## config.mk

```make
export PLATFORM = sky130hd
export DESIGN_NAME = untranslated_sideband
export DESIGN_NICKNAME = d
export VERILOG_FILES = /design/src/rtl/untranslated_sideband.v /design/src/rtl/sideband_channel.v
export VERILOG_INCLUDE_DIRS = /design/src /design/src/pkg
export SDC_FILE = /design/constraint.sdc
export NUM_CORES = 1
export LEC_CHECK = 0
export BUFFER_PORTS_ARGS = -buffer_cell sky130_fd_sc_hd__buf_4
export CAP_MARGIN = 20
export CORE_MARGIN = 3
export CORE_UTILIZATION = 46
export CTS_CLUSTER_DIAMETER = 50
export DETAILED_ROUTE_END_ITERATION = 8
export PLACE_DENSITY = 0.81
export REMOVE_ABC_BUFFERS = 1
export SYNTH_ARGS = -nofsm -noshare
export SYNTH_HDL_FRONTEND = slang
export SYNTH_SLANG_ARGS = --single-unit
```

## constraint.sdc

```tcl
create_clock -name CLK_SYS -period 1.9 [get_ports CLK_SYS]
set_input_delay 0.19 -clock CLK_SYS [delete_from_list [all_inputs] [get_ports CLK_SYS]]
set_output_delay 0.19 -clock CLK_SYS [all_outputs]
set_load 0.05 [all_outputs]
```

## src/pkg/stream_sideband_defines.vh

```
// constants for the untranslated-transaction sideband generator
// assumes inclusion by bare name from design files
`ifndef STREAM_SIDEBAND_DEFINES_VH
`define STREAM_SIDEBAND_DEFINES_VH
`define SB_SID_W        32
`define SB_SSID_W       20
`define SB_PROT_W       3
`define SB_PROT_NS_BIT  1
`define SB_ZERO_SID     32'h00000000
`define SB_ZERO_SSID    20'h00000
`define SB_ZERO_PROT    3'h0
`define SB_PROT_NS_MASK 3'h2
`endif

```

## src/rtl/untranslated_sideband.v

```verilog
// manager-side driver for untranslated-transaction sideband signals
// assumes user requests are synchronous to CLK_SYS; receiver keeps its rules
//
// Operation
// - sideband driven only when property enabled
// - separate sideband copies for reads and writes
// - secure stream bit, default zero
// - stream identifier up to 32 bits, default zero
// - substream valid flag, default zero
// - substream identifier up to 20 bits
// - translated flag marks already translated requests
// - substream zeroed whenever its valid low
// - translated requests are never secure
// - translated requests carry no substream
// - non-secure stream forces protection bit one
// - unsupplied identifier bits tied low
// - substream and its valid travel together
`default_nettype none
`include "stream_sideband_defines.vh"
module untranslated_sideband (
  input  wire                    CLK_SYS,
  input  wire                    RESETN,
  input  wire                    CE,
  input  wire                    UT_ENABLE,
  // read request from user logic
  input  wire                    RD_REQ_VALID,
  output wire                    RD_REQ_READY,
  input  wire                    RD_REQ_SECURE,
  input  wire [`SB_SID_W-1:0]    RD_REQ_SID,
  input  wire                    RD_REQ_SSID_VALID,
  input  wire [`SB_SSID_W-1:0]   RD_REQ_SSID,
  input  wire                    RD_REQ_TRANSLATED,
  input  wire [`SB_PROT_W-1:0]   RD_REQ_PROT,
  // read address channel
  output wire                    ARVALID,
  input  wire                    ARREADY,
  output wire                    ARMMUSECSID,
  output wire [`SB_SID_W-1:0]    ARMMUSID,
  output wire                    ARMMUSSIDV,
  output wire [`SB_SSID_W-1:0]   ARMMUSSID,
  output wire                    ARMMUATST,
  output wire [`SB_PROT_W-1:0]   ARPROT,
  output wire                    RD_FIXED,
  // write request from user logic
  input  wire                    WR_REQ_VALID,
  output wire                    WR_REQ_READY,
  input  wire                    WR_REQ_SECURE,
  input  wire [`SB_SID_W-1:0]    WR_REQ_SID,
  input  wire                    WR_REQ_SSID_VALID,
  input  wire [`SB_SSID_W-1:0]   WR_REQ_SSID,
  input  wire                    WR_REQ_TRANSLATED,
  input  wire [`SB_PROT_W-1:0]   WR_REQ_PROT,
  // write address channel
  output wire                    AWVALID,
  input  wire                    AWREADY,
  output wire                    AWMMUSECSID,
  output wire [`SB_SID_W-1:0]    AWMMUSID,
  output wire                    AWMMUSSIDV,
  output wire [`SB_SSID_W-1:0]   AWMMUSSID,
  output wire                    AWMMUATST,
  output wire [`SB_PROT_W-1:0]   AWPROT,
  output wire                    WR_FIXED
);
  // the ready outputs are combinational so a request is never lost;
  // all channel outputs come from flops inside the channel module
  sideband_channel u_rd (
    .clk            (CLK_SYS),
    .resetn         (RESETN),
    .ce             (CE),
    .enable         (UT_ENABLE),
    .req_valid      (RD_REQ_VALID),
    .req_ready      (RD_REQ_READY),
    .req_secure     (RD_REQ_SECURE),
    .req_sid        (RD_REQ_SID),
    .req_ssid_valid (RD_REQ_SSID_VALID),
    .req_ssid       (RD_REQ_SSID),
    .req_translated (RD_REQ_TRANSLATED),
    .req_prot       (RD_REQ_PROT),
    .avalid         (ARVALID),
    .aready         (ARREADY),
    .secsid         (ARMMUSECSID),
    .sid            (ARMMUSID),
    .ssidv          (ARMMUSSIDV),
    .ssid           (ARMMUSSID),
    .atst           (ARMMUATST),
    .prot           (ARPROT),
    .fixed          (RD_FIXED)
  );

  sideband_channel u_wr (
    .clk            (CLK_SYS),
    .resetn         (RESETN),
    .ce             (CE),
    .enable         (UT_ENABLE),
    .req_valid      (WR_REQ_VALID),
    .req_ready      (WR_REQ_READY),
    .req_secure     (WR_REQ_SECURE),
    .req_sid        (WR_REQ_SID),
    .req_ssid_valid (WR_REQ_SSID_VALID),
    .req_ssid       (WR_REQ_SSID),
    .req_translated (WR_REQ_TRANSLATED),
    .req_prot       (WR_REQ_PROT),
    .avalid         (AWVALID),
    .aready         (AWREADY),
    .secsid         (AWMMUSECSID),
    .sid            (AWMMUSID),
    .ssidv          (AWMMUSSIDV),
    .ssid           (AWMMUSSID),
    .atst           (AWMMUATST),
    .prot           (AWPROT),
    .fixed          (WR_FIXED)
  );
endmodule // untranslated_sideband
`default_nettype wire

```

## src/rtl/sideband_channel.v

```verilog
// one address channel with its untranslated-transaction sideband
// assumes synchronous request inputs and a downstream valid/ready handshake
`default_nettype none
`include "stream_sideband_defines.vh"
module sideband_channel (
  input  wire                    clk,
  input  wire                    resetn,
  input  wire                    ce,
  input  wire                    enable,
  input  wire                    req_valid,
  output wire                    req_ready,
  input  wire                    req_secure,
  input  wire [`SB_SID_W-1:0]    req_sid,
  input  wire                    req_ssid_valid,
  input  wire [`SB_SSID_W-1:0]   req_ssid,
  input  wire                    req_translated,
  input  wire [`SB_PROT_W-1:0]   req_prot,
  output reg                     avalid,
  input  wire                    aready,
  output reg                     secsid,
  output reg  [`SB_SID_W-1:0]    sid,
  output reg                     ssidv,
  output reg  [`SB_SSID_W-1:0]   ssid,
  output reg                     atst,
  output reg  [`SB_PROT_W-1:0]   prot,
  output reg                     fixed
);
  reg                  n_sec;
  reg                  n_ssidv;
  reg [`SB_SSID_W-1:0] n_ssid;
  reg [`SB_PROT_W-1:0] n_prot;
  reg                  n_atst;
  reg                  n_fixed;

  // while ce is high, a new request may load when no request is held or the held one is taken by aready
  assign req_ready = ce && (!avalid || aready);

  always @* begin
    n_atst  = enable & req_translated;
    n_sec   = enable & req_secure & ~n_atst;
    n_ssidv = enable & req_ssid_valid & ~n_atst;
    n_ssid  = n_ssidv ? req_ssid : `SB_ZERO_SSID;
    n_prot  = req_prot;
    if (!n_sec) begin
      n_prot = req_prot | `SB_PROT_NS_MASK;
    end
    // report any request the sanitiser had to alter
    n_fixed = (n_sec != req_secure) || (n_ssidv != req_ssid_valid) ||
              (n_ssid != req_ssid) || (n_prot != req_prot) ||
              (n_atst != req_translated) ||
              (!enable && (req_sid != `SB_ZERO_SID));
  end

  always @(posedge clk or negedge resetn) begin
    if (!resetn) begin
      avalid <= 1'b0;
      secsid <= 1'b0;
      sid    <= `SB_ZERO_SID;
      ssidv  <= 1'b0;
      ssid   <= `SB_ZERO_SSID;
      atst   <= 1'b0;
      prot   <= `SB_ZERO_PROT;
      fixed  <= 1'b0;
    end else if (ce) begin
      fixed <= 1'b0;
      if (!avalid || aready) begin
        avalid <= req_valid;
        if (req_valid) begin
          secsid <= n_sec;
          sid    <= enable ? req_sid : `SB_ZERO_SID;
          ssidv  <= n_ssidv;
          ssid   <= n_ssid;
          atst   <= n_atst;
          prot   <= n_prot;
          fixed  <= n_fixed;
        end
      end
    end
  end
endmodule // sideband_channel
`default_nettype wire

```

## Word level (Yosys, flattened, before mapping)

Cells that the tools add are included.

| storage, ports and cells | value |
|---|---|
| bits in registers | 120 |
| bits in latches | 0 |
| memory bits (writable) | 0 |
| bits in read-only memories | 0 |
| input bits | 124 |
| output and inout port bits | 122 |
| logic and storage cells | 73 |
| memories kept | 0 |

| operators by class | value |
|---|---|
| add/sub/neg operators | 0 |
| multiply operators | 0 |
| divide/modulo/power cells | 0 |
| $lt $le $gt $ge | 0 |
| eq/ne operators | 10 |
| shift-type cells | 0 |
| muxes and demuxes | 10 |
| bitwise gates (word level) | 12 |
| reduce and logical (&&, ||, !) cells | 25 |

Operators by type and width:

| operator | number |
|---|---|
| two-way mux 32 bit | 2 |
| nonzero test 32 bit | 2 |
| two-way mux 20 bit | 2 |
| inequality test 20 bit | 2 |
| logical OR 1 bit | 12 |
| bitwise AND 1 bit | 10 |
| inequality test 1 bit | 6 |
| inequality test 3 bit | 2 |
| AND reduction 3 bit | 2 |
| logical AND 1 bit | 4 |
| two-way mux 1 bit | 4 |
| two-way mux 2 bit | 2 |
| AND reduction 2 bit | 2 |
| zero test 1 bit | 3 |
| NOT 1 bit | 2 |

## Longest topological paths before layout

| depth | value |
|---|---|
| depth after elaboration | 11 |
| mapped depth | 7 |
| gate-level depth less buffers | 5 |

## Modules after synthesis

From an unflattened synthesis, not the netlist that was laid out.

| unflattened totals | value |
|---|---|
| cells, all modules | 484 |
| area, all modules | 4947.2 sq um |

By module, submodules not included:

| module | times used | cells each | area each (sq um) | seq. area each (sq um) |
|---|---|---|---|---|
| sideband_channel | 2 | 242 | 2473.6 | 1501.4 |

## Worst setup path before layout

Ideal clock, no wire load.

| path | value |
|---|---|
| path kind | register to register |
| from | reg u_rd.avalid |
| to | reg u_rd.ssid[10] |
| library setup time | 67 ps |
| arrival time | 1963 ps |
| data required time | 1833 ps |
| slack | -130 ps |
| cell stages (with the launch flop) | 7 |
| path buffers | 1 |
| clock period less this slack | 2030 ps |
| cells stage by stage | dfrtp_1 > inv_1 > o21a_1 > nand2_1 > and4bb_2 > buf_2 > a22o_1 |

| between the ends | value |
|---|---|
| cells in the longest elaborated chain, start to end | 3 |

Ends and longest elaborated chain:

| what | line | source |
|---|---|---|
| start: declaration | sideband_channel.v:18 | `output reg avalid,` |
| start signal: assignment | sideband_channel.v:67 | `avalid <= req_valid;` |
| zero test 1 bit | sideband_channel.v:66 | `if (!avalid \|\| aready) begin` |
| logical OR 1 bit | sideband_channel.v:66 |  |
| AND reduction 3 bit (no line) | n/a |  |
| end signal: assignment | sideband_channel.v:60 | `` ssid <= `SB_ZERO_SSID; `` |
| end signal: assignment | sideband_channel.v:72 | `ssid <= n_ssid;` |
| end: declaration | sideband_channel.v:23 | `` output reg [`SB_SSID_W-1:0] ssid, `` |

No other way between the ends.
A chain may end at the register's enable or synchronous reset.

## Worst setup path after layout

| path | value |
|---|---|
| from | in WR_REQ_SSID[16] |
| to | reg u_wr.fixed |

| between the ends | value |
|---|---|
| cells in the longest elaborated chain, start to end | 8 |

Ends and longest elaborated chain:

| what | line | source |
|---|---|---|
| start: declaration | untranslated_sideband.v:50 | `` input wire [`SB_SSID_W-1:0] WR_REQ_SSID, `` |
| two-way mux 20 bit (no line) | n/a |  |
| inequality test 20 bit (*) | sideband_channel.v:49 | `(n_ssid != req_ssid) \|\| (n_prot != req_prot) \|\|` |
| logical OR 1 bit (*) | sideband_channel.v:48 | `n_fixed = (n_sec != req_secure) \|\| (n_ssidv != req_ssid_valid) \|\|` |
| logical OR 1 bit (*) (2 in series) | sideband_channel.v:49 |  |
| logical OR 1 bit (*) | sideband_channel.v:48 |  |
| two-way mux 1 bit (*) | sideband_channel.v:68 | `if (req_valid) begin` |
| two-way mux 1 bit (*) | sideband_channel.v:66 |  |
| end signal: assignment | sideband_channel.v:75 | `fixed <= n_fixed;` |
| end: declaration | sideband_channel.v:26 | `output reg fixed` |

Mark *: on every way between the ends. The rest lies on a longest branch, timed or not.

==> results.txt <==
The via-per-instance ratio works out to 5.60. Counting cells, the worst reg-to-reg path comes to 5. The mapped netlist covers 4890 um^2.

Dividing total power by cell area gives a power density of 1030 nW/um^2. Counting both buffers and inverters, the worst setup path holds a total of 2. In this run the core area contains 37 standard-cell rows. The hold path startpoint is RD_REQ_SSID_VALID. The area after detailed placement was 6900 um^2; the clock sink count was 120. Number of antenna violations at the first check in global routing: 0.

Clock latency on the worst-skew pair, taken at its later pin, is 0.52 ns. The tools report the end of the worst hold path as u_rd.fixed. The slew at the pin closest to its max-slew limit was 0.458 ns. The most area-hungry cell type in the Yosys netlist is sky130_fd_sc_hd__dfrtp_1. The critical register-to-register path startpoint was u_rd.avalid. The tools report the largest vdd supply drop as 0.620 mV. After legalization and detailed placement, the total HPWL measured 11200 um.

TritonCTS built the clock tree. The leakage power was 0.00429 uW. The worst setup path is launched from an input port. For the number of DRC markers in iteration 0, the log shows 560. Measured along the x axis, the die boundary spans 109 um.

The pre-CTS worst setup slack was 0.242 ns; the part of the cycle the worst path needs was 0.945. By area the synthesized netlist is led by sky130_fd_sc_hd__dfrtp_1 (61%), sky130_fd_sc_hd__nand2_1 (14%), sky130_fd_sc_hd__o21ai_0 (9.7%). For the count of cell types in the netlist, the log shows 29. Clock-pin slew on the worst setup and hold paths: 0.05 ns.

After synthesis the netlist holds a flip-flop and latch count of 120. The total of endpoints with negative setup slack in the final report was 0; the top-area cell type share of the netlist area was 0.613. In this run the worst setup path begins at WR_REQ_SSID[16]. The master of the slowest instance on the critical path was sky130_fd_sc_hd__dlygate4sd3_1. Walking the worst path, the cells encountered are dlygate4sd3_1 -> buf_4 -> nor4_1 -> nand4_1 -> o41ai_2 -> a21oi_1 -> a211o_1. Across the run, the number of max-cap violations was 0. The run gives 0.18 ns as the worst-case register-to-register setup slack. The worst hold path cell count is 3, and the design area is 8650 um^2.

The combined global-route utilization of all metal layers is 0.341. The type of element capturing the critical path is a flip-flop. The wire length per cell after detailed routing was 20.1 um; the number of global-route vias before repair was 5772. The flow ran to the end, and the final reports show no timing, DRC or antenna violations. The y dimension of the die is 109 um. The clock tree buffer depth was 2; the post-synthesis average cell area was 9.58 um^2.

The detailed router placed 5684 vias in this run. The number of cells on the critical path was 7. Layout cell share with drive strength beyond 1: 0.334. The pre-antenna-repair detailed-routing pass consisted of 5 iterations. Worst slew margin relative to its limit: 0.692. At the end of the flow, the number of nets in the layout was 991.

After layout, the minimum clock period comes to 1.79 ns. The critical path is of the input port to flip-flop type. For the final count of hold timing violations, the log shows 0.

The total overflow left after global routing is 0. The clock arrives with 0.00659 ns of skew. In this run the worst hold path is classified as input port to flip-flop. Synthesis handed over a netlist of 511 instances. The first-pass GRT wire length is 30500 um. Kind of cell adding the most delay to the critical path: buffers and inverters. The Yosys step of the flow raised 0 warnings.

The largest fanout on the critical path was 2; the maximum number of pins on one net before global-route repair was 73. The worst setup margin is 0.105 ns, and the overall die area is 11900 um^2. 246 I/O pins were placed.

Wires add up to 20400 um. The sequential area share after synthesis was 0.613; the delay contributed by the slowest stage of the critical path was 0.56 ns. Data on the critical path is required at its endpoint by 2.30 ns. After detailed routing, the number of remaining DRC violations is 0. Relative to the synthesized area, the layout overhead comes to 76.8%. The number of nets still failing antenna checks after routing came out at 0. In this run the tool buffered the top-level ports with 245 buffer cells.

The maximum clock frequency is 557 MHz, and the max-slew violation count is 0. The tools report the placeable core region as 10300 um^2. CTS placed an instance of sky130_fd_sc_hd__clkbuf_8 at the clock tree root. The effective utilization at floorplan is 0.474. Setup repair after global routing left no endpoint under its margin. The worst register-to-register path ends at u_rd.ssid[11].

The arrival time reported for the critical path endpoint was 2.20 ns. Counting the buffers created by CTS gives 17. Routability-driven placement finished with a final weighted congestion of 0.791. The H-tree was split into 4 levels.
==> cells in the mapped netlist (all sizes together) <==
library cell / n
dfrtp: 120
nand2: 183
and4bb: 1
a21oi: 2
o211a: 1
mux2: 4
a21o: 1
buf: 13
and2: 1
clkbuf: 21
nor4b: 1
o2111ai: 1
nor4: 24
nor3: 2
and3: 1
or4: 2
o41ai: 1
o21ai: 95
nand3: 1
o21a: 2
nand4: 3
inv: 4
nor2: 2
a211o: 1
nand3b: 1
a211oi: 1
a22o: 21
nor2b: 1
==> what timing repair did <==
action                    in CTS  in global routing
hold endpoints to repair     209                  0
buffers inserted               0                  0
resized for setup              0                  0
hold buffers                 116                  0
==> kinds of logic after synthesis <==
family                 Yosys count  synth area share
muxes                            4           0.00920
and+or+nand+nor                223             0.193
DFF                            120             0.613
buffers and inverters           38            0.0325
AOI/OAI and AO/OA              126             0.152
==> flip-flops by register name (all words and copies together), names as in the netlist <==
| register | flops |
|---|---|
| u_rd.atst | 1 |
| u_rd.avalid | 1 |
| u_rd.fixed | 1 |
| u_rd.prot | 3 |
| u_rd.secsid | 1 |
| u_rd.sid | 32 |
| u_rd.ssid | 20 |
| u_rd.ssidv | 1 |
| u_wr.atst | 1 |
| u_wr.avalid | 1 |
| u_wr.fixed | 1 |
| u_wr.prot | 3 |
| u_wr.secsid | 1 |
| u_wr.sid | 32 |
| u_wr.ssid | 20 |
| u_wr.ssidv | 1 |
==> through the flow <==
stage                     hold WS [ns]  power, uW  setup TNS [ns]   util  cells
after floorplan                 -0.106       4370         -153.32      -    477
after global placement           0.142       5300               0  0.668    868
after detailed placement         0.146       5340               0  0.668    868
after CTS                       0.0248       8770               0  0.838   1014
after global routing            0.0720       9120               0  0.838   1014
final                           0.0575       8870               0  0.838   1015
==> power breakdown <==
group | switching (uW) | internal (uW)
Sequential | 195 | 2850
Combinational | 1700 | 865
Clock | 1150 | 2120
Total | 3050 | 5830
==> routing by layer <==
layer	vias to the layer above	global-route usage	wire length, um
met5	-	0	0
met1	2744	0.398	7290
met2	416	0.587	10100
li1	2460	-	-
met3	64	0.0947	2310
met4	0	0.147	694
==> cells in the final DEF (no fill, tap or decap), types with 2 or more instances in the layout <==
master                          Yosys  routed
sky130_fd_sc_hd__bufinv_16          0       3
sky130_fd_sc_hd__nor4_1            24      24
sky130_fd_sc_hd__clkbuf_8           0       5
sky130_fd_sc_hd__a22o_1            21      21
sky130_fd_sc_hd__o21a_1             2       2
sky130_fd_sc_hd__nor2_1             2       2
sky130_fd_sc_hd__nand4_1            3       3
sky130_fd_sc_hd__clkinvlp_4         0       2
sky130_fd_sc_hd__clkinv_2           0       3
sky130_fd_sc_hd__nor3_1             2       2
sky130_fd_sc_hd__o21ai_0           95      95
sky130_fd_sc_hd__buf_4              0     251
sky130_fd_sc_hd__a21oi_1            2       2
sky130_fd_sc_hd__dlygate4sd3_1      0     116
sky130_fd_sc_hd__nand2_1          183     181
sky130_fd_sc_hd__dfrtp_1          120     120
sky130_fd_sc_hd__buf_12             0       4
sky130_fd_sc_hd__inv_1              4       4
sky130_fd_sc_hd__mux2_2             4       4
sky130_fd_sc_hd__clkbuf_16          0      16
==> worst max-delay path by stage <==
stage	to	slack, ns
after floorplan	u_rd.ssid[0]	-1.48
after global placement	u_wr.fixed	0.30
after detailed placement	u_wr.fixed	0.24
after CTS	u_wr.fixed	0.24
after global routing	u_rd.fixed	0.06
final	u_wr.fixed	0.11
==> final cells by class <==
| cell class | count | area [um^2] |
|---|---|---|
| repair buffers | 371 | 3130 |
| flip-flops and latches | 120 | 3000 |
| clock buffers | 22 | 473 |
| diodes | 1 | 2.50 |
| clock inverters | 8 | 120 |
| fillers | 459 | 1670 |
| inverters | 4 | 15.0 |
| multi-input cells | 353 | 1740 |
| well taps | 136 | 170 |
==> worst min-delay path, cell delays in order <==
cell	delay (ns)
sky130_fd_sc_hd__buf_4	0.10
sky130_fd_sc_hd__a21oi_1	0.06
sky130_fd_sc_hd__a22o_1	0.17
Power figures use the tool's default switching activity.
